## src/core/ssr_pkg.sv

```systemverilog
// constants, command codes and field layout of the supply control block
// ---------------------------------------------------------------------
// ---------------------------------------------------------------------
package ssr_pkg;
  // decoded commands delivered by the command parser
  typedef enum logic [4:0] {
    C_NOP = 5'h00, C_VOLT_SET = 5'h01, C_CURR_SET = 5'h02, C_VOLT_CEIL = 5'h03,
    C_CURR_CEIL = 5'h04, C_OUT_ON = 5'h05, C_OUT_OFF = 5'h06, C_PROT_RST = 5'h07,
    C_TRIGGER = 5'h08, C_RECALL = 5'h09, C_SETTLE = 5'h0A, C_SREQ_ON = 5'h0B,
    C_SREQ_OFF = 5'h0C, C_FB_CURR = 5'h0D, C_FB_VOLT = 5'h0E, C_FB_NONE = 5'h0F,
    C_UNMASK = 5'h10, C_HOLD_ON = 5'h11, C_HOLD_OFF = 5'h12, C_ERR_Q = 5'h13,
    C_ALARM_Q = 5'h14, C_TRIP_Q = 5'h15, C_CLEAR = 5'h16
  } ssr_cmd_type;
  // foldback selection
  typedef enum logic [1:0] {FB_NONE = 2'h0, FB_CURR = 2'h1, FB_VOLT = 2'h2} ssr_fold_type;
  // status bit positions, shared by status, mask and alarm registers
  localparam int ST_W = 9;
  localparam int ST_ERR = 0, ST_OV = 1, ST_OVR = 2, ST_OT = 3, ST_AC = 4;
  localparam int ST_FOLD = 5, ST_CURR = 6, ST_VOLT = 7, ST_RSD = 8;
  // regulation bits hidden while settling: bits 7, 6 and 2
  localparam logic [8:0] HIDE_MASK = 9'h0C4;
  localparam logic [8:0] MASK_RST = 9'h000;
  // serial poll byte positions
  localparam int PB_SUM = 0, PB_PWR = 1, PB_RDY = 4, PB_ERR = 5, PB_RQS = 6;
  // error codes
  localparam logic [3:0] ERR_NONE = 4'h0, ERR_CHAR = 4'h1, ERR_NUM = 4'h2, ERR_ALPHA = 4'h3;
  localparam logic [3:0] ERR_SYNTAX = 4'h4, ERR_RANGE = 4'h5, ERR_SOFT = 4'h6;
  localparam logic [3:0] ERR_BADLIM = 4'h7, ERR_NOQUERY = 4'h8;
  // timing: one tick per millisecond at a 5 ns clock
  localparam int CLK_PERIOD_NS = 5;
  localparam int TICK_NS = 1000000;
  localparam int CYC_PER_MS = TICK_NS / CLK_PERIOD_NS;
  // settling delay: 0.5 s default, 31.999 s maximum, in ms
  localparam int SETTLE_W = 15;
  localparam logic [14:0] SETTLE_DEF_MS = 15'h01F4;
  localparam int SETTLE_MAX_MS = 31999;
endpackage

```

## src/core/ssr_settle_timer.sv

```systemverilog
// millisecond settling delay counter
`timescale 1ns/1ps
`default_nettype none
module ssr_settle_timer
  import ssr_pkg::*;
#(
  parameter int CYC_MS = CYC_PER_MS // clock cycles per millisecond
) (
  input wire logic mclk, // system clock
  input wire logic reset_n, // async reset, active low
  input wire logic start, // one-cycle pulse, (re)starts the delay
  input wire logic [SETTLE_W-1:0] limitMs, // delay length in ms
  output logic busy // high while the delay runs
);
  localparam int CW = $clog2(CYC_MS + 1);
  if (CYC_MS < 1) begin : g_chk
    $error("CYC_MS must be at least one cycle");
  end

  // ---------------------------------------------------------------
  // counters
  // ---------------------------------------------------------------
  logic [CW-1:0] cyc_r; // cycles within the current ms
  logic [SETTLE_W-1:0] ms_r; // ms elapsed
  logic [SETTLE_W-1:0] lim_r; // limit caught at start, so a new value waits
  logic busy_r; // delay running
  wire logic tickEnd = (cyc_r == CW'(CYC_MS - 1));
  wire logic lastMs = (ms_r + 1'b1 == lim_r);

  // a start while running simply restarts from zero
  always_ff @(posedge mclk or negedge reset_n) begin
    if (!reset_n) begin
      cyc_r <= '0;
      ms_r <= '0;
      lim_r <= '0;
      busy_r <= 1'b0;
    end else if (start) begin
      cyc_r <= '0;
      ms_r <= '0;
      lim_r <= limitMs;
      busy_r <= (limitMs != '0); // zero delay hides nothing
    end else if (busy_r) begin
      cyc_r <= tickEnd ? '0 : cyc_r + 1'b1;
      if (tickEnd) begin
        ms_r <= ms_r + 1'b1;
        busy_r <= !lastMs;
      end
    end
  end
  assign busy = busy_r;
endmodule
`default_nettype wire

```

## src/core/ssr_control.sv

```systemverilog
// control, status and service request logic of the supply
`timescale 1ns/1ps
`default_nettype none
module ssr_control
  import ssr_pkg::*;
#(
  parameter int DW = 16, // setpoint and query data width
  parameter int CYC_MS = CYC_PER_MS // clock cycles per ms tick
) (
  input wire logic mclk, // 200 MHz clock
  input wire logic reset_n, // async reset, power-on
  input wire logic cmdValid, // pulse: a parsed command is offered
  input wire ssr_cmd_type cmdCode, // decoded command
  input wire logic [DW-1:0] cmdData, // numeric argument
  input wire logic [3:0] parseErr, // parser error code, zero if clean
  input wire logic busTrigger, // pulse: group execute trigger
  input wire logic serialPoll, // pulse: serial poll taken
  input wire logic [ST_W-1:0] condIn, // analog-side conditions
  input wire logic [DW-1:0] measVolt, // present output voltage
  input wire logic [DW-1:0] measCurr, // present output current
  input wire logic [DW-1:0] tripLevel, // overvoltage trip level
  input wire logic remoteShutdown, // rear shutdown input, high active
  output logic outEnable, // output stage enable
  output logic srqOut, // service request to the bus
  output logic faultPin, // rear fault output
  output logic [7:0] pollByte, // serial poll status byte
  output logic [DW-1:0] queryData, // query answer
  output logic queryValid, // pulse: query answer valid
  output logic [DW-1:0] voltSet, // active voltage setpoint
  output logic [DW-1:0] currSet, // active current setpoint
  output logic settling // settling delay running
);
  if (DW < SETTLE_W) begin : g_chk
    $error("DW must hold the settling delay value");
  end

  // ---------------------------------------------------------------
  // layout of the dual-rank settings word
  // ---------------------------------------------------------------
  localparam int RK_CUR = DW; // current setpoint low bit
  localparam int RK_FB = 2 * DW; // foldback selection low bit
  localparam int RK_MK = 2 * DW + 2; // mask low bit
  localparam int RK_W = 2 * DW + 2 + ST_W; // total width

  // ---------------------------------------------------------------
  // state
  // ---------------------------------------------------------------
  logic [RK_W-1:0] rank1_r; // first rank, written by commands
  logic [RK_W-1:0] rank1Nxt; // first rank after this cycle
  logic [RK_W-1:0] rank2_r; // second, active rank
  logic hold_r; // hold mode on
  logic [DW-1:0] vCeil_r; // voltage ceiling
  logic [DW-1:0] iCeil_r; // current ceiling
  logic [SETTLE_W-1:0] settleMs_r; // programmed delay, ms
  logic srqEn_r; // service request enable
  logic rqs_r; // requesting service
  logic pwr_r; // power-up flag
  logic errFlag_r; // programming error flag
  logic [3:0] errCode_r; // last error code
  logic [ST_W-1:0] effPrev_r; // visible status, last cycle
  logic [ST_W-1:0] alarm_r; // alarm register
  logic sumPrev_r; // summary, last cycle
  logic foldTrip_r; // foldback tripped
  logic ovLatch_r; // overvoltage tripped
  logic outOn_r; // output programmed on
  logic outEnable_r; // output stage enable
  logic faultPin_r; // rear fault level
  logic rdy_r; // ready to process
  logic [7:0] pollByte_r; // poll byte
  logic [DW-1:0] queryData_r; // query answer
  logic queryValid_r; // query answer strobe
  logic settleBusy; // settling delay running

  // ---------------------------------------------------------------
  // command decode
  // ---------------------------------------------------------------
  logic [3:0] errNew; // error code of this command
  logic cmdErr; // this command is refused
  logic exec; // this command executes

  // a command that executes this cycle
  function automatic logic run(input ssr_cmd_type c);
    return exec && (cmdCode == c);
  endfunction

  // ceiling checks compare against the stored limits
  wire logic voltOver = cmdValid && (cmdCode == C_VOLT_SET) && (cmdData > vCeil_r);
  wire logic currOver = cmdValid && (cmdCode == C_CURR_SET) && (cmdData > iCeil_r);
  // a ceiling below the present output cannot be set
  wire logic ceilBad = cmdValid && (((cmdCode == C_VOLT_CEIL) && (measVolt > cmdData))
                      || ((cmdCode == C_CURR_CEIL) && (measCurr > cmdData)));
  wire logic dlyBad = cmdValid && (cmdCode == C_SETTLE) && (cmdData > DW'(SETTLE_MAX_MS));

  // parser errors take priority, then limits, then range
  assign errNew = !cmdValid ? ERR_NONE
                : (parseErr != ERR_NONE) ? parseErr
                : (voltOver || currOver) ? ERR_SOFT
                : ceilBad ? ERR_BADLIM
                : dlyBad ? ERR_RANGE
                : ERR_NONE;
  assign cmdErr = (errNew != ERR_NONE);
  assign exec = cmdValid && !cmdErr;

  wire logic clr = run(C_CLEAR); // clear acts as a soft reset
  // trigger by command, its alias shares the code, or bus trigger
  wire logic trig = run(C_TRIGGER) || busTrigger;
  wire logic holdRel = run(C_HOLD_OFF);
  // setpoints only start settling when a trigger or the hold release copies them
  wire logic settleStart = run(C_OUT_ON) || run(C_PROT_RST) || trig
                        || run(C_RECALL) || holdRel;

  // ---------------------------------------------------------------
  // dual-rank settings
  // ---------------------------------------------------------------
  // first rank takes every accepted setpoint, foldback and mask write
  always_comb begin
    rank1Nxt = rank1_r;
    if (run(C_VOLT_SET)) begin
      rank1Nxt[DW-1:0] = cmdData;
    end
    if (run(C_CURR_SET)) begin
      rank1Nxt[RK_CUR +: DW] = cmdData;
    end
    if (run(C_FB_CURR)) begin
      rank1Nxt[RK_FB +: 2] = FB_CURR;
    end
    if (run(C_FB_VOLT)) begin
      rank1Nxt[RK_FB +: 2] = FB_VOLT;
    end
    if (run(C_FB_NONE)) begin
      rank1Nxt[RK_FB +: 2] = FB_NONE;
    end
    if (run(C_UNMASK)) begin
      rank1Nxt[RK_MK +: ST_W] = cmdData[ST_W-1:0];
    end
    if (clr) begin
      rank1Nxt = '0;
    end
  end

  // out of hold both ranks move together; in hold only a trigger,
  // the release or clear copies, so several supplies can switch at once
  wire logic rankCopy = !hold_r || trig || holdRel || clr;
  always_ff @(posedge mclk or negedge reset_n) begin
    if (!reset_n) begin
      rank1_r <= '0;
      rank2_r <= '0;
    end else begin
      rank1_r <= rank1Nxt;
      rank2_r <= rankCopy ? rank1Nxt : rank2_r;
    end
  end

  wire logic [ST_W-1:0] maskAct = rank2_r[RK_MK +: ST_W]; // active mask
  wire logic [1:0] fbAct = rank2_r[RK_FB +: 2]; // active foldback

  // hold mode, ceilings and delay setting; ceilings survive clear
  always_ff @(posedge mclk or negedge reset_n) begin
    if (!reset_n) begin
      hold_r <= 1'b0;
      vCeil_r <= '1;
      iCeil_r <= '1;
      settleMs_r <= SETTLE_DEF_MS;
      srqEn_r <= 1'b0;
    end else begin
      if (run(C_HOLD_ON)) begin
        hold_r <= 1'b1;
      end else if (holdRel || clr) begin
        hold_r <= 1'b0;
      end
      if (run(C_VOLT_CEIL)) begin
        vCeil_r <= cmdData;
      end
      if (run(C_CURR_CEIL)) begin
        iCeil_r <= cmdData;
      end
      if (clr) begin
        settleMs_r <= SETTLE_DEF_MS;
      end else if (run(C_SETTLE)) begin
        settleMs_r <= cmdData[SETTLE_W-1:0];
      end
      if (run(C_SREQ_ON)) begin
        srqEn_r <= 1'b1;
      end else if (run(C_SREQ_OFF) || clr) begin
        srqEn_r <= 1'b0;
      end
    end
  end

  // ---------------------------------------------------------------
  // settling delay
  // ---------------------------------------------------------------
  ssr_settle_timer #(
    .CYC_MS(CYC_MS)
  ) u_timer (
    .mclk(mclk),
    .reset_n(reset_n),
    .start(settleStart),
    .limitMs(settleMs_r),
    .busy(settleBusy)
  );

  // ---------------------------------------------------------------
  // status and alarm register
  // ---------------------------------------------------------------
  logic [ST_W-1:0] present; // present status
  always_comb begin
    present = condIn;
    present[ST_ERR] = errFlag_r;
    present[ST_FOLD] = foldTrip_r;
    present[ST_RSD] = remoteShutdown;
  end

  // regulation bits vanish while settling, for alarms and foldback
  wire logic [ST_W-1:0] hide = settleBusy ? HIDE_MASK : '0;
  wire logic [ST_W-1:0] eff = present & ~hide;
  wire logic [ST_W-1:0] alarmSet = eff & ~effPrev_r & maskAct;
  wire logic alarmRead = run(C_ALARM_Q);
  wire logic summary = |alarm_r;
  // a masked error reaches the request through the alarm path
  wire logic rqsSet = summary && !sumPrev_r && srqEn_r;

  // sticky flags: a set in the clearing cycle wins
  always_ff @(posedge mclk or negedge reset_n) begin
    if (!reset_n) begin
      effPrev_r <= '0;
      alarm_r <= '0;
      sumPrev_r <= 1'b0;
      rqs_r <= 1'b0;
    end else begin
      effPrev_r <= eff;
      alarm_r <= alarmSet | ((alarmRead || clr) ? '0 : alarm_r);
      sumPrev_r <= summary;
      rqs_r <= rqsSet || (rqs_r && !(serialPoll || clr));
    end
  end

  // ---------------------------------------------------------------
  // programming error register
  // ---------------------------------------------------------------
  always_ff @(posedge mclk or negedge reset_n) begin
    if (!reset_n) begin
      errFlag_r <= 1'b0;
      errCode_r <= ERR_NONE;
      pwr_r <= 1'b1;
    end else begin
      errFlag_r <= cmdErr || (errFlag_r && !(run(C_ERR_Q) || clr));
      if (cmdErr) begin
        errCode_r <= errNew;
      end else if (run(C_ERR_Q) || clr) begin
        errCode_r <= ERR_NONE;
      end
      pwr_r <= pwr_r && !clr; // only clear drops the power-up flag
    end
  end

  // ---------------------------------------------------------------
  // protection and output enable
  // ---------------------------------------------------------------
  // foldback looks at the settled status only
  wire logic foldHit = ((fbAct == FB_CURR) && eff[ST_CURR])
                    || ((fbAct == FB_VOLT) && eff[ST_VOLT]);
  wire logic protClr = run(C_PROT_RST) || clr;

  always_ff @(posedge mclk or negedge reset_n) begin
    if (!reset_n) begin
      foldTrip_r <= 1'b0;
      ovLatch_r <= 1'b0;
      outOn_r <= 1'b1;
    end else begin
      foldTrip_r <= (foldHit && outOn_r) || (foldTrip_r && !(protClr || run(C_OUT_ON)));
      ovLatch_r <= condIn[ST_OV] || (ovLatch_r && !protClr);
      if (run(C_OUT_ON) || clr) begin
        outOn_r <= 1'b1;
      end else if (run(C_OUT_OFF)) begin
        outOn_r <= 1'b0;
      end
    end
  end

  // shutdown input bypasses every bus setting
  always_ff @(posedge mclk or negedge reset_n) begin
    if (!reset_n) begin
      outEnable_r <= 1'b0;
    end else begin
      outEnable_r <= outOn_r && !foldTrip_r && !ovLatch_r && !remoteShutdown;
    end
  end

  // ---------------------------------------------------------------
  // fault pin, poll byte and query answers
  // ---------------------------------------------------------------
  logic [7:0] pbNxt; // poll byte contents
  always_comb begin
    pbNxt = 8'h00;
    pbNxt[PB_SUM] = summary;
    pbNxt[PB_PWR] = pwr_r;
    pbNxt[PB_RDY] = rdy_r;
    pbNxt[PB_ERR] = errFlag_r;
    pbNxt[PB_RQS] = rqs_r;
  end

  logic [DW-1:0] qNxt; // answer for this command
  always_comb begin
    qNxt = '0;
    if (run(C_ERR_Q)) begin
      qNxt = {{(DW - 4){1'b0}}, errCode_r};
    end else if (run(C_ALARM_Q)) begin
      qNxt = {{(DW - ST_W){1'b0}}, alarm_r};
    end else if (run(C_TRIP_Q)) begin
      qNxt = tripLevel;
    end
  end
  wire logic isQuery = run(C_ERR_Q) || run(C_ALARM_Q) || run(C_TRIP_Q);

  always_ff @(posedge mclk or negedge reset_n) begin
    if (!reset_n) begin
      faultPin_r <= 1'b0;
      rdy_r <= 1'b1;
      pollByte_r <= 8'h00;
      queryData_r <= '0;
      queryValid_r <= 1'b0;
    end else begin
      faultPin_r <= |(alarm_r & maskAct);
      rdy_r <= !cmdValid; // busy for the cycle a command is taken
      pollByte_r <= pbNxt;
      queryData_r <= isQuery ? qNxt : queryData_r;
      queryValid_r <= isQuery;
    end
  end

  assign outEnable = outEnable_r;
  assign srqOut = rqs_r;
  assign faultPin = faultPin_r;
  assign pollByte = pollByte_r;
  assign queryData = queryData_r;
  assign queryValid = queryValid_r;
  assign voltSet = rank2_r[DW-1:0];
  assign currSet = rank2_r[RK_CUR +: DW];
  assign settling = settleBusy;
endmodule
`default_nettype wire

```

## config.mk

```make
export PLATFORM = sky130hd
export DESIGN_NAME = ssr_control
export DESIGN_NICKNAME = d
export VERILOG_FILES = /design/src/core/ssr_pkg.sv /design/src/core/ssr_settle_timer.sv /design/src/core/ssr_control.sv
export SDC_FILE = /design/constraint.sdc
export NUM_CORES = 1
export LEC_CHECK = 0
export ABC_AREA = 1
export BUFFER_PORTS_ARGS = -buffer_cell sky130_fd_sc_hd__buf_2
export CAP_MARGIN = 20
export CORE_UTILIZATION = 43
export DETAILED_ROUTE_END_ITERATION = 8
export PLACE_DENSITY = 0.61
export SLEW_MARGIN = 5
export SYNTH_ARGS = -nofsm -noshare
export SYNTH_HDL_FRONTEND = slang
export SYNTH_SLANG_ARGS = --single-unit
```

## constraint.sdc

```tcl
create_clock -name mclk -period 3.7 [get_ports mclk]
set_input_delay 0.925 -clock mclk [delete_from_list [all_inputs] [get_ports mclk]]
set_output_delay 0.925 -clock mclk [all_outputs]
set_load 0.03 [all_outputs]
```

; Word level (Yosys, flattened, before mapping)
; Cells that the tools add are included.
[op_classes]
shift = 0
eq_ne = 26
n_div = 0
mux = 36
mul = 0
n_reduce_logical = 96
add_sub_neg = 2
n_bitwise = 7
n_lt_le_gt_ge = 5
[ops]
columns = operator, count
row1 = $mux W16, 5
row2 = $mux W15, 5
row3 = $gt A16 B16 Y1, 4
row4 = $mux W18, 3
row5 = $logic_and A1 B1 Y1, 45
row6 = $mux W43, 1
row7 = $eq A5 B4 Y1 const B, 8
row8 = $and A9 B9 Y9, 4
row9 = $eq A5 B5 Y1 const B, 7
row10 = $logic_or A1 B1 Y1, 25
row11 = $eq A5 B3 Y1 const B, 4
row12 = $add A18 B1 Y18 const B, 1
row13 = $eq A18 B18 Y1 const B, 1
row14 = $mux W9, 2
row15 = $reduce_or A9 Y1, 2
row16 = $gt A16 B15 Y1 const B, 1
row17 = $mux W4, 4
row18 = $add A15 B1 Y15 const B, 1
row19 = $eq A15 B15 Y1, 1
row20 = $reduce_bool A15 Y1, 1
row21 = $reduce_bool A2 Y1, 7
row22 = $logic_not A1 Y1, 13
row23 = $eq A5 B2 Y1 const B, 2
row24 = $mux W1, 9
row25 = 11 further kinds, 16
[totals]
output_inout_bits = 61
ramBits = 0
mem_bits_ro = 0
latchBits = 0
mem_count = 0
regBits = 238
in_bits = 88
wordCells = 199

; Depth between registers and ports, before layout
; Gate-level depths: netlist (run 1).
[depth]
depth_word = 18
ltp_mapped = 29
ltp_nobuf = 28

; Modules after synthesis
; From an unflattened synthesis (run 1), not the netlist that was laid out.
[hier_totals]
hier_cells = 1595
area_unflattened_um2 = 12742.2
[modules_own_cells]
columns = module, cells_per_inst, instances, area_per_inst_um2, seq_area_each_um2
row1 = ssr_control, 1217, 1, 9897.0, 4730.8
row2 = ssr_settle_timer, 378, 1, 2845.2, 1226.2

; Worst setup path before layout (run 1)
; Ideal clock, no wire load.
[synth_timing]
kind = input-to-reg
startpoint = input port cmdData[7]
endpoint = register u_timer.ms_r[5]
required_ps = 3577
stages = 24
n_path_buf = 2
setup_ps = 123
slack_ps = 394
arrival_ps = 3184
path_cell_list = inv_1 > ha_1 > nand2_1 > nor2_1 > nand4_1 > o21a_1 > nand2_1 > nand2_1 > nand2_1 > nand2_1 > nand2_1 > nand2_1 > nand2_1 > nand2_1 > nor2_2 > buf_6 > nand3_2 > nand2_1 > nor2_4 > nand2_4 > buf_2 > nor2_1 > nand2_1 > nand2_1
[synth_between]
elab_chain_len = 18
elab_cells_between_ends = 35
classes_between = order compare (5) / mux (6) / reduce/logical (24)
[synth_rtl]
columns = element, line_no
row1 = start: declaration, ssr_control.sv:14  ; input wire logic [DW-1:0] cmdData,
row2 = $gt A16 B16 Y1 (on tied branches), "ssr_control.sv:90, ssr_control.sv:91"
row3 = $logic_and A1 B1 Y1 (on tied branches), "ssr_control.sv:90, ssr_control.sv:91"
row4 = $logic_or A1 B1 Y1, ssr_control.sv:91  ; || ((cmdCode == C_CURR_CEIL) && (measCurr > cmdData)));
row5 = $logic_and A1 B1 Y1, ssr_control.sv:90  ; wire logic ceilBad = cmdValid && (((cmdCode == C_VOLT_CEIL) && (measVolt > cmdData))
row6 = $mux W3, ssr_control.sv:98  ; : ceilBad ? ERR_BADLIM
row7 = $mux W3 (*), ssr_control.sv:97  ; : (voltOver || currOver) ? ERR_SOFT
row8 = $mux W4 (*), ssr_control.sv:96  ; : (parseErr != ERR_NONE) ? parseErr
row9 = $mux W4 (*), ssr_control.sv:95  ; assign errNew = !cmdValid ? ERR_NONE
row10 = (+2 left out), -
row11 = $logic_and A1 B1 Y1 (*), ssr_control.sv:102  ; assign exec = cmdValid && !cmdErr;
row12 = $logic_and A1 B1 Y1, ssr_control.sv:83  ; return exec && (cmdCode == c);
row13 = $logic_or A1 B1 Y1 (on tied branches), "ssr_control.sv:109, ssr_control.sv:106"
row14 = $logic_or A1 B1 Y1, ssr_control.sv:109  ; wire logic settleStart = run(C_OUT_ON) || run(C_PROT_RST) || trig
row15 = $logic_or A1 B1 Y1, ssr_control.sv:110  ; || run(C_RECALL) || holdRel;
row16 = $logic_or A1 B1 Y1 (*), ssr_control.sv:110
row17 = $reduce_bool A2 Y1 (no line), -
row18 = $reduce_and A2 Y1 (no line), -
row19 = end signal: assignment, ssr_settle_timer.sv:45  ; ms_r <= ms_r + 1'b1;
row20 = end: declaration, ssr_settle_timer.sv:24  ; logic [SETTLE_W-1:0] ms_r;
; Mark *: on every way between the ends. The rest lies on a longest branch, timed or not.
; A chain may end at the register's enable or synchronous reset.

; Worst setup path after layout (run 1)
[layout_timing]
startpoint = input port cmdData[15]
endpoint = register srqEn_r
[layout_between]
elab_chain_len = 14
elab_cells_between_ends = 27
classes_between = order compare (5) / mux (6) / reduce/logical (16)
[layout_rtl]
columns = element, line_no
row1 = $gt A16 B16 Y1 (on tied branches), "ssr_control.sv:90, ssr_control.sv:91"
row2 = $logic_and A1 B1 Y1 (on tied branches), "ssr_control.sv:90, ssr_control.sv:91"
row3 = $logic_or A1 B1 Y1, ssr_control.sv:91
row4 = $logic_and A1 B1 Y1, ssr_control.sv:90
row5 = $mux W3, ssr_control.sv:98
row6 = $mux W3 (*), ssr_control.sv:97
row7 = $mux W4 (*), ssr_control.sv:96
row8 = $mux W4 (*), ssr_control.sv:95
row9 = $reduce_bool A4 Y1 (*), ssr_control.sv:101  ; assign cmdErr = (errNew != ERR_NONE);
row10 = $logic_not A1 Y1 (*), ssr_control.sv:102
row11 = $logic_and A1 B1 Y1 (*), ssr_control.sv:102
row12 = $logic_and A1 B1 Y1, ssr_control.sv:83
row13 = $logic_or A1 B1 Y1, ssr_control.sv:184  ; end else if (run(C_SREQ_OFF) || clr) begin
row14 = $reduce_bool A2 Y1 (no line), -
row15 = end signal: assignment, ssr_control.sv:164  ; srqEn_r <= 1'b0;
row16 = end signal: assignment, ssr_control.sv:183  ; srqEn_r <= 1'b1;
row17 = end signal: assignment, ssr_control.sv:185  ; srqEn_r <= 1'b0;
row18 = end: declaration, ssr_control.sv:55  ; logic srqEn_r;
; Marks and branches as above.

==> results of run 1 <==
==> kinds of logic after synthesis <==
| group | Yosys count |
|---|---|
| xor gates and xnor gates | 38 |
| DFF | 236 |
| adders and majority gates | 66 |
| and+or+nand+nor | 763 |
| buffers and inverters | 256 |
| other | 1 |
| AOI/OAI and AO/OA | 186 |
==> critical path, cell delays in order <==
cell and delay (ns):
clkbuf_4 0.15, clkinvlp_4 0.21, ha_4 0.33, nand2_1 0.08, nor2_2 0.14, nand2_1 0.08
o21a_1 0.19, nand2_1 0.07, nand2_2 0.10, nand2_1 0.09, nand2_1 0.05, nand2_1 0.07
nand2_1 0.06, nand2_1 0.07, nand2_1 0.09, nor2_4 0.17, nand2_4 0.12, inv_4 0.14
buf_4 0.14, nand4_1 0.18, buf_4 0.22, nand3_1 0.06, o21ai_0 0.09
==> report_power, final <==
part	switching [mW]	total [mW]	leakage (nW)	internal (mW)
Combinational	0.854	1.35	4.36	0.500
Clock	1.09	2.72	0.441	1.64
Sequential	0.185	3.13	3.01	2.95
Total	2.13	7.21	7.81	5.09
==> metrics by stage <==
| step | instance area, um2 | instances | total power [mW] |
|---|---|---|---|
| 6_report | 15160 | 2135 | 7.212 |
| 3_3_place_gp | 14140 | 2080 | 4.480 |
| 5_1_grt | 15160 | 2135 | 7.600 |
| 2_1_floorplan | 12570 | 1548 | 4.065 |
| 3_5_place_dp | 14140 | 2080 | 4.520 |
| 4_1_cts | 15050 | 2129 | 7.270 |
==> cell type report <==
cell class	instances	area [um2]
inverters	166	629.4
repair buffers	241	1645
fillers	2740	13540
multi-input cells	1059	5537
clock buffers	37	753.2
flip-flops and latches	236	5957
clock inverters	12	157.7
well taps	384	480.5
==> metal layers <==
layer	GRT usage [%]	vias to the layer above
met5	0	-
met4	5.088	2
met3	3.474	49
met2	36.07	218
met1	29.60	4937
li1	-	5308
==> registers in the layout (all words and copies together) (netlist names), 4 cells and up <==
signal	cells
rank2_r	43
errCode_r	4
u_timer.ms_r	15
queryData	16
rank1_r	43
vCeil_r	16
u_timer.cyc_r	18
effPrev_r	9
pollByte	4
settleMs_r	15
alarm_r	9
u_timer.lim_r	15
iCeil_r	16
==> cells in the final DEF (no fill, tap or decap), drive strengths merged, types with 5 or more instances in the layout <==
cell type / n
ha: 66
inv: 165
nor2: 122
dfstp: 41
o2111ai: 15
o21ai: 94
dfrtp: 195
o211ai: 13
clkbuf: 38
xor2: 31
nor3b: 6
xnor2: 7
nand4: 23
buf: 240
nand2: 510
nand3: 77
nor4: 8
a21oi: 46
nor3: 12
clkinv: 6
nand3b: 5
==> worst paths after layout <==
check / end / slack [ns] / cells past startpoint
hold reg to reg: pollByte[4] / 0.39 / 0
min in group mclk: pollByte[4] / 0.39 / 0
setup reg to reg: u_timer.cyc_r[7] / 0.35 / 25
setup / recovery: srqEn_r / 0.26 / 23
max in group asynchronous: iCeil_r[3] / 2.56 / 2
hold / removal: u_timer.lim_r[9] / 0.31 / 1
==> timing repair <==
item	CTS	global route
endpoints found under the setup margin	0	136
resized for setup	0	15
setup buffers	0	3
==> results.toml, run 1 <==
[synth]
synth-seq-area-share_pct = 47.42
netlist_instances = 1546
async_reset_ff_share_pct = 100.0
synth_common_cells = "nand2_1, dfrtp_1, inv_1"
yosysWarnings = 0
netlist_top_cells_area = "dfrtp_1, nand2_1, dfstp_2"
synth-xor-area-share_pct = 2.649
avgSynthCellArea_um2 = 8.126
synth.area.mux_share_pct = 0
synthAdderAreaFrac_pct = 6.574
synth_seq_cells = 236
synth_top_family_by_area = "simple AND/OR/NAND/NOR gates"
synth_simple_gate_area_share_pct = 25.53
synth-edff-count = 0
syn-cell-area_mm2 = 0.01256
synth_compound_area_share_pct = 8.596
synthMostInstantiatedCell = "nand2_1"
yosysTopAreaCell = "dfrtp_1"
yosysTopAreaCellShare_pct = 38.84
ys_types = 51
ys.flop_type = "dfrtp_1"

[worst_setup_path]
path_class = "input pin to flop"
r2r_start = "vCeil_r[15]"
endpoint_kind = "flop"
crit_start = "cmdData[15]"
arrival_ns = 3.83
cp_max_fo = 10
crit_required_ns = 4.09
startpoint_type = "input pin"

[global_route]
grt_antenna_before_repair = 1
grt-ovfl-total = 0
grt_pass1_vias = 10447
grt_pass1_wl_mm = 53.10
grt_util_all_layers_pct = 21.66
grt_max_degree = 86

[pwr]
peakVddDrop_mv = 0.3394
leakagePower_nw = 7.813
power.density_mw_per_mm2 = 475.7

[detailed_routing]
routed.top_layer = "met5"
wl_met1_mm = 14.79
drtAntennaViolNets = 0
routed_wl_mm = 31.52
drt_first_pass_iters = 4
met3_length_mm = 1.437
route.met2.wl_mm = 14.58
num_vias = 10514
first_iter_violations = 600
drc = 0
wl_per_cell_um = 14.76
viasPerCell = 4.925

[clock_network]
cts_sinks = 236
htreeDepth = 1
cts_buffers = 27
clock_latency_ns = 0.55
cts_root_buf = "clkbuf_16"
cts_tree = "done"
clk_pin_slew_ns = 0.06
clock_path_buffers = 3
cts_hold_buf = 0

[floorplanning]
core_area_mm2 = 0.02870
die_h_um = 172.9
rows = 62
ioPinCount = 149
dieArea_mm2 = 0.02990
fp.dieW_um = 172.9
start_util_pct = 43.77

[outcome]
status = "finished clean"

[sta]
tns_ns = 0
hold_viol = 0
max_freq_mhz = 290.6
drv_slew = 0
fin_crit_sh_pct = 92.99
whs_ns = 0.3145
relSlewSlack_pct = 61.57
fin_ws_ns = 0.2593
clock_skew_ns = 0.03104
max_slew.worst_pin.slew_ns = 0.5712
setup_viol = 0
period_needed_ns = 3.441
rsz0062_at_grt = "false"

[min_path]
hold_class = "input pin to asynchronous set/reset pin"

[placement]
dp_hpwl_mm = 22.95
preCtsSetupSlack_ns = -0.3630
gp_congestion = 0.8864
io_buffer_count = 142

[cells_and_area]
layout.nets = 1885
syn_to_final_growth_pct = 20.68
diodes = 0
drive_gt1_share_pct = 20.73
utilization_pct = 52.82

[job]
drv_cap = 0
Note: power is estimated with default switching activity, not from simulation.
==> inputs of run 2 (changes only) <==
--- a/config.mk
+++ b/config.mk
@@ -10,5 +10,5 @@
 export CAP_MARGIN = 20
-export CORE_UTILIZATION = 43
+export CORE_UTILIZATION = 57
 export DETAILED_ROUTE_END_ITERATION = 8
-export PLACE_DENSITY = 0.61
+export PLACE_DENSITY = 0.77
 export SLEW_MARGIN = 5
==> constraint.sdc (replaced) <==
create_clock -name mclk -period 3.5 [get_ports mclk]
set_input_delay 0.35 -clock mclk [delete_from_list [all_inputs] [get_ports mclk]]
set_output_delay 0.35 -clock mclk [all_outputs]
set_load 0.03 [all_outputs]
==> run 2 against run 1 <==
Power rose by 3.4%. Cell count fell by 6.9%. Sequential cell count did not move. Largest power group unchanged. Register-to-register slack got worse by 0.19 ns. Die area fell by 24%. Clock power barely moved. Setup slack got worse by 0.097 ns. Sequential share of layout area rose by 1.3 points.
==> results.toml, run 2 (synthesis gave the netlist of run 1 again) <==
[sta]
relSlewSlack_pct = 44.95
fin_crit_sh_pct = 95.36
rsz0062_at_grt = "true"
period_needed_ns = 3.338
max_freq_mhz = 299.6
max_slew.worst_pin.slew_ns = 0.8257
whs_ns = 0.03573
drv_slew = 0
setup_viol = 0
hold_viol = 0
clock_skew_ns = 0.01699

[floorplanning]
rows = 53
start_util_pct = 59.01
fp.dieW_um = 150.5
die_h_um = 150.5
dieArea_mm2 = 0.02264
ioPinCount = 149
core_area_mm2 = 0.02129

[outcome]
status = "finished clean"

[clock_network]
clock_path_buffers = 3
cts_tree = "done"
clock_latency_ns = 0.52
cts_sinks = 236
htreeDepth = 1
cts_buffers = 25
cts_root_buf = "clkbuf_16"
clk_pin_slew_ns = 0.06

[cells_and_area]
final_area_mm2 = 0.01467
final_common_cell = "nand2_1"
fill_cells = 1661
drive_gt1_share_pct = 18.87
layout.nets = 1848
final_cell_mix = "nand2_1, dfrtp_1, inv_1"
syn_to_final_growth_pct = 16.74
top_regs = "rank1_r: 43 flops, rank2_r: 43 flops, u_timer.cyc_r: 18 flops"

[min_path]
hold_class = "input pin to flop"
holdPathStages = 2

[worst_setup_path]
cp_max_fo = 20
endpoint_kind = "flop"
crit_required_ns = 3.96
reg2reg_depth = 25
path_class = "flop to flop"
arrival_ns = 3.80
startpoint_type = "flop"

[global_route]
grt_pass1_vias = 10164
grt_max_degree = 104
grt_antenna_before_repair = 0
grt-ovfl-total = 0
grt_util_all_layers_pct = 28.33
grt_pass1_wl_mm = 50.47

[detailed_routing]
routed_wl_mm = 32.75
wl_per_cell_um = 16.47
viasPerCell = 5.497
num_vias = 10928
drt_first_pass_iters = 6
drc = 0
first_iter_violations = 849
drtAntennaViolNets = 0

[job]
drv_cap = 0

[placement]
dp_hpwl_mm = 21.95
io_buffer_count = 142
dpl_cell_area_mm2 = 0.01350
gp_congestion = 0.8729

[pwr]
leakagePower_nw = 7.595
power.density_mw_per_mm2 = 508.4
peakVddDrop_mv = 0.3837
finalPower_mw = 7.456
[run 2: cell count changes in the layout (fill, tap and decap cells not counted), moves of 3 or more]
cell           before  now
dlygate4sd3_1       0    5
buf_12             14    4
o21ai_0            68   64
inv_6               0    3
nand2_2             1    6
o21ai_1            25   29
nand2_1           507  502
buf_4              84   48
[run 2: path summary, 6_finish.rpt]
path	start	end	slack, ns
worst min-delay path	serialPoll	srqOut	0.04
worst max register to register	iCeil_r[15]	rank2_r[31]	0.16
min in group asynchronous	reset_n	u_timer.cyc_r[4]	0.45
max in group asynchronous	reset_n	iCeil_r[10]	2.07
worst max-delay path	iCeil_r[15]	rank2_r[31]	0.16
worst min register to register	rdy_r	pollByte[4]	0.39
[run 2: per-layer routing]
metal / share of wire, % / track usage, % / wire length [um]
met2: 47 / 45.60 / 15300
met4: 3.4 / 10.40 / 1120
met5: 0 / 0 / 0
met1: 43 / 38.66 / 14020
met3: 7.0 / 4.485 / 2306
[run 2: final cells by class]
| class | count | area [um2] | area share, % |
|---|---|---|---|
| Clock inverter | 14 | 155.1 | 1.058 |
| Timing Repair Buffer | 203 | 1301 | 8.873 |
| Multi-Input combinational cell | 1059 | 5554 | 37.87 |
| Clock buffer | 31 | 668.1 | 4.556 |
| Inverter | 166 | 656.9 | 4.479 |
| Timing Repair inverter | 3 | 26.28 | 0.1792 |
| Antenna cell | 1 | 2.502 | 0.01706 |
| Sequential cell | 236 | 5957 | 40.62 |
| Tap cell | 275 | 344.1 | 2.346 |
[run 2: report_power, final]
group | total (mW) | internal [mW] | switching [mW]
Clock | 2.69 | 1.58 | 1.11
Combinational | 1.45 | 0.513 | 0.938
Sequential | 3.32 | 3.12 | 0.200
[run 2: timing repair]
item / 4_1_cts / 5_1_grt
gates resized for setup: 1 / 29
hold buffers: 5 / 0
setup buffers: 0 / 7
endpoints found under the setup margin: 41 / 141
endpoints found under the hold margin: 102 / 0
pin swaps: 0 / 7
cloned: 0 / 9
[run 2: stage by stage]
stage | instances | utilization, % | TNS [ns] | setup WS [ns]
after detailed placement | 1921 | 63.42 | -1.797 | -0.06677
after global placement | 1921 | 63.42 | 0 | 0.01449
after global routing | 1987 | 68.88 | -0.2081 | -0.04323
after CTS | 1971 | 67.53 | 0 | 0.07471
after floorplan | 1548 | - | 0 | 0.6871
final | 1988 | 68.89 | 0 | 0.1624
[run 2: critical path: stages (launching register included)]
cell	delay (ns)
dfstp_2	0.53
inv_1	0.04
ha_1	0.28
nand2_1	0.07
nor2_1	0.18
nand2_1	0.12
nor2_1	0.13
nor2_1	0.05
nand2_1	0.07
nand2_1	0.06
nand2_1	0.07
nand2_1	0.06
nand2_1	0.07
nand2_1	0.07
nand2_1	0.09
nand2_2	0.08
nor2_4	0.15
buf_4	0.18
nand3_2	0.08
nand2_2	0.11
inv_1	0.07
nand4_1	0.16
buf_4	0.17
buf_8	0.19
nand2_1	0.11
nand2_1	0.08
==> inputs of run 3 (changes only) <==
Settings changed: ABC_AREA 1 to unset.
==> run 3 against run 2 <==
Sequential cell count unchanged. Largest cell class unchanged. Area after synthesis shrank 1.8%. Sequential power decreased by 11%. Combinational power shrank 55%.
==> results.toml, run 3 <==
[synth]
yosysTopAreaCellShare_pct = 39.57
ys.flop_type = "dfrtp_1"
synth-edff-count = 0
synth_common_cells = "dfrtp_1, nand2_1, nor2_1"
netlist_instances = 1201
async_reset_ff_share_pct = 100.0
syn-cell-area_mm2 = 0.01233
netlist_top_cells_area = "dfrtp_1, dfstp_2, mux2i_1"
synth-seq-area-share_pct = 48.30
synth_seq_cells = 236
ys_types = 79
yosysTopAreaCell = "dfrtp_1"
avgSynthCellArea_um2 = 10.27
synthMostInstantiatedCell = "dfrtp_1"
yosysWarnings = 0

[detailed_routing]
num_vias = 9318
first_iter_violations = 570
wl_per_cell_um = 17.95
routed_wl_mm = 28.86
drt_first_pass_iters = 5
drc = 0
drtAntennaViolNets = 0
viasPerCell = 5.795

[cells_and_area]
final_common_cell = "dfrtp_1"
multiInputGateArea_mm2 = 0.005613
fill_cells = 1667
drive_gt1_share_pct = 22.51
final_cell_mix = "dfrtp_1, buf_2, nand2_1"
syn_to_final_growth_pct = 14.43
diodes = 0
top_regs = "rank1_r: 43 flops, rank2_r: 43 flops, u_timer.cyc_r: 18 flops"
ff_latch_area_mm2 = 0.005957
layout.nets = 1467
utilization_pct = 66.92

[sta]
tns_ns = 0
relSlewSlack_pct = 37.13
clock_skew_ns = 0.01617
rsz0062_at_grt = "false"
drv_slew = 0
whs_ns = 0.06017
max_slew.worst_pin.slew_ns = 0.9431
setup_viol = 0
fin_ws_ns = 0.3283
fin_crit_sh_pct = 90.62
max_freq_mhz = 315.3
hold_viol = 0
period_needed_ns = 3.172

[clock_network]
clk_pin_slew_ns = 0.06
cts_root_buf = "clkbuf_16"
post_cts_buffers = 0
cts_hold_buf = 5
cts_buffers = 26
htreeDepth = 1
cts_tree = "done"
cts_resized = 0
clock_latency_ns = 0.53
cts_sinks = 236
clock_path_buffers = 3

[worst_setup_path]
path_class = "flop to flop"
r2r_start = "vCeil_r[14]"
arrival_ns = 3.58
crit_buf_inv = 2
r2r_end = "rank2_r[9]"
crit_required_ns = 3.90
crit_chain = "inv_1 > ha_1 > nand4_1 > nor4_1 > a21oi_1 > o31ai_1 > and4_1 > buf_12 > mux2i_1 > o21ai_1"
critical-path-top-delay-family = "simple AND/OR/NAND/NOR gates"
cp_max_fo = 9
critPathSlowestCell = "and4_1"
reg2reg_depth = 10
endpoint_kind = "flop"
reg2reg_slack_ns = 0.33
startpoint_type = "flop"
cpPeakStageDelay_ns = 0.60

[placement]
gp_congestion = 0.8228
dp_hpwl_mm = 20.22
preCtsSetupSlack_ns = 0.2565
io_buffer_count = 142

[global_route]
grt_util_all_layers_pct = 26.83
grt_antenna_before_repair = 0
grt_max_degree = 122
grt_pass1_vias = 9149
grt_pass1_wl_mm = 47.21
grt-ovfl-total = 0

[floorplanning]
die_h_um = 149.1
fp.dieW_um = 149.1
core_area_mm2 = 0.02109
ioPinCount = 149
dieArea_mm2 = 0.02223
rows = 53
start_util_pct = 58.48

[job]
drv_cap = 0

[pwr]
power.density_mw_per_mm2 = 472.6
peakVddDrop_mv = 0.4522
leakagePower_nw = 7.187

[outcome]
status = "finished clean"

[min_path]
hold_class = "input pin to flop"
holdPathEnd = "queryData[14]"
holdPathStages = 3
worstHoldStart = "tripLevel[14]"
[run 3: worst max-delay path by stage]
stage | startpoint | to | slack (ns) | depth (start not counted)
after global placement | cmdData[13] | alarm_r[6] | 0.33 | 11
after floorplan | iCeil_r[10] | rank2_r[22] | 0.68 | 10
after CTS | vCeil_r[7] | rank2_r[9] | 0.38 | 10
after detailed placement | cmdData[14] | vCeil_r[11] | 0.26 | 12
after global routing | vCeil_r[7] | rank2_r[9] | 0.18 | 10
final | vCeil_r[14] | rank2_r[9] | 0.33 | 10
[run 3: power breakdown]
group,total (mW),internal (mW),leakage [nW],switching (mW)
Combinational,0.655,0.234,3.64,0.421
Clock,3.07,1.96,0.474,1.11
Sequential,2.94,2.86,3.07,0.0834
Total,6.67,5.05,7.19,1.62
[run 3: worst reg2reg max path, stage by stage (launching register included)]
cell	delay, ns
dfstp_2	0.52
inv_1	0.04
ha_1	0.31
nand4_1	0.16
nor4_1	0.53
a21oi_1	0.12
o31ai_1	0.12
and4_1	0.60
buf_12	0.22
mux2i_1	0.29
o21ai_1	0.12
[run 3: per-stage QoR]
step	cells	total power, mW	instance area [um2]
finish	1608	6.670	14110
global route	1608	6.903	14110
CTS	1608	6.709	14110
detailed placement	1555	3.637	13080
global placement	1555	3.610	13080
floorplan	1203	3.370	12340
[run 3: cells by family after synthesis]
family	synth area share [%]
XOR/XNOR	2.628
AND/OR/NAND/NOR	15.75
other	0.03041
buffers and inverters	6.320
adder cells (fa/ha/maj)	6.696
multiplexers	9.151
flip-flops	48.30
AO/OA/AOI/OAI	11.13
[run 3: area by class of cell]
cell class / count / area share [%]
flip-flops and latches: 236 / 42.21
well taps: 275 / 2.438
clock buffers: 36 / 5.382
inverters: 65 / 1.729
repair buffers: 171 / 6.915
multi-input cells: 813 / 39.77
clock inverters: 12 / 1.552
[run 3: routing by layer]
metal / GRT usage, % / routed length (um) / share of wire (%)
met2: 43.23 / 13640 / 47
met3: 3.456 / 1418 / 4.9
met4: 9.184 / 877 / 3.0
met5: 0 / 0 / 0
met1: 37.49 / 12930 / 45
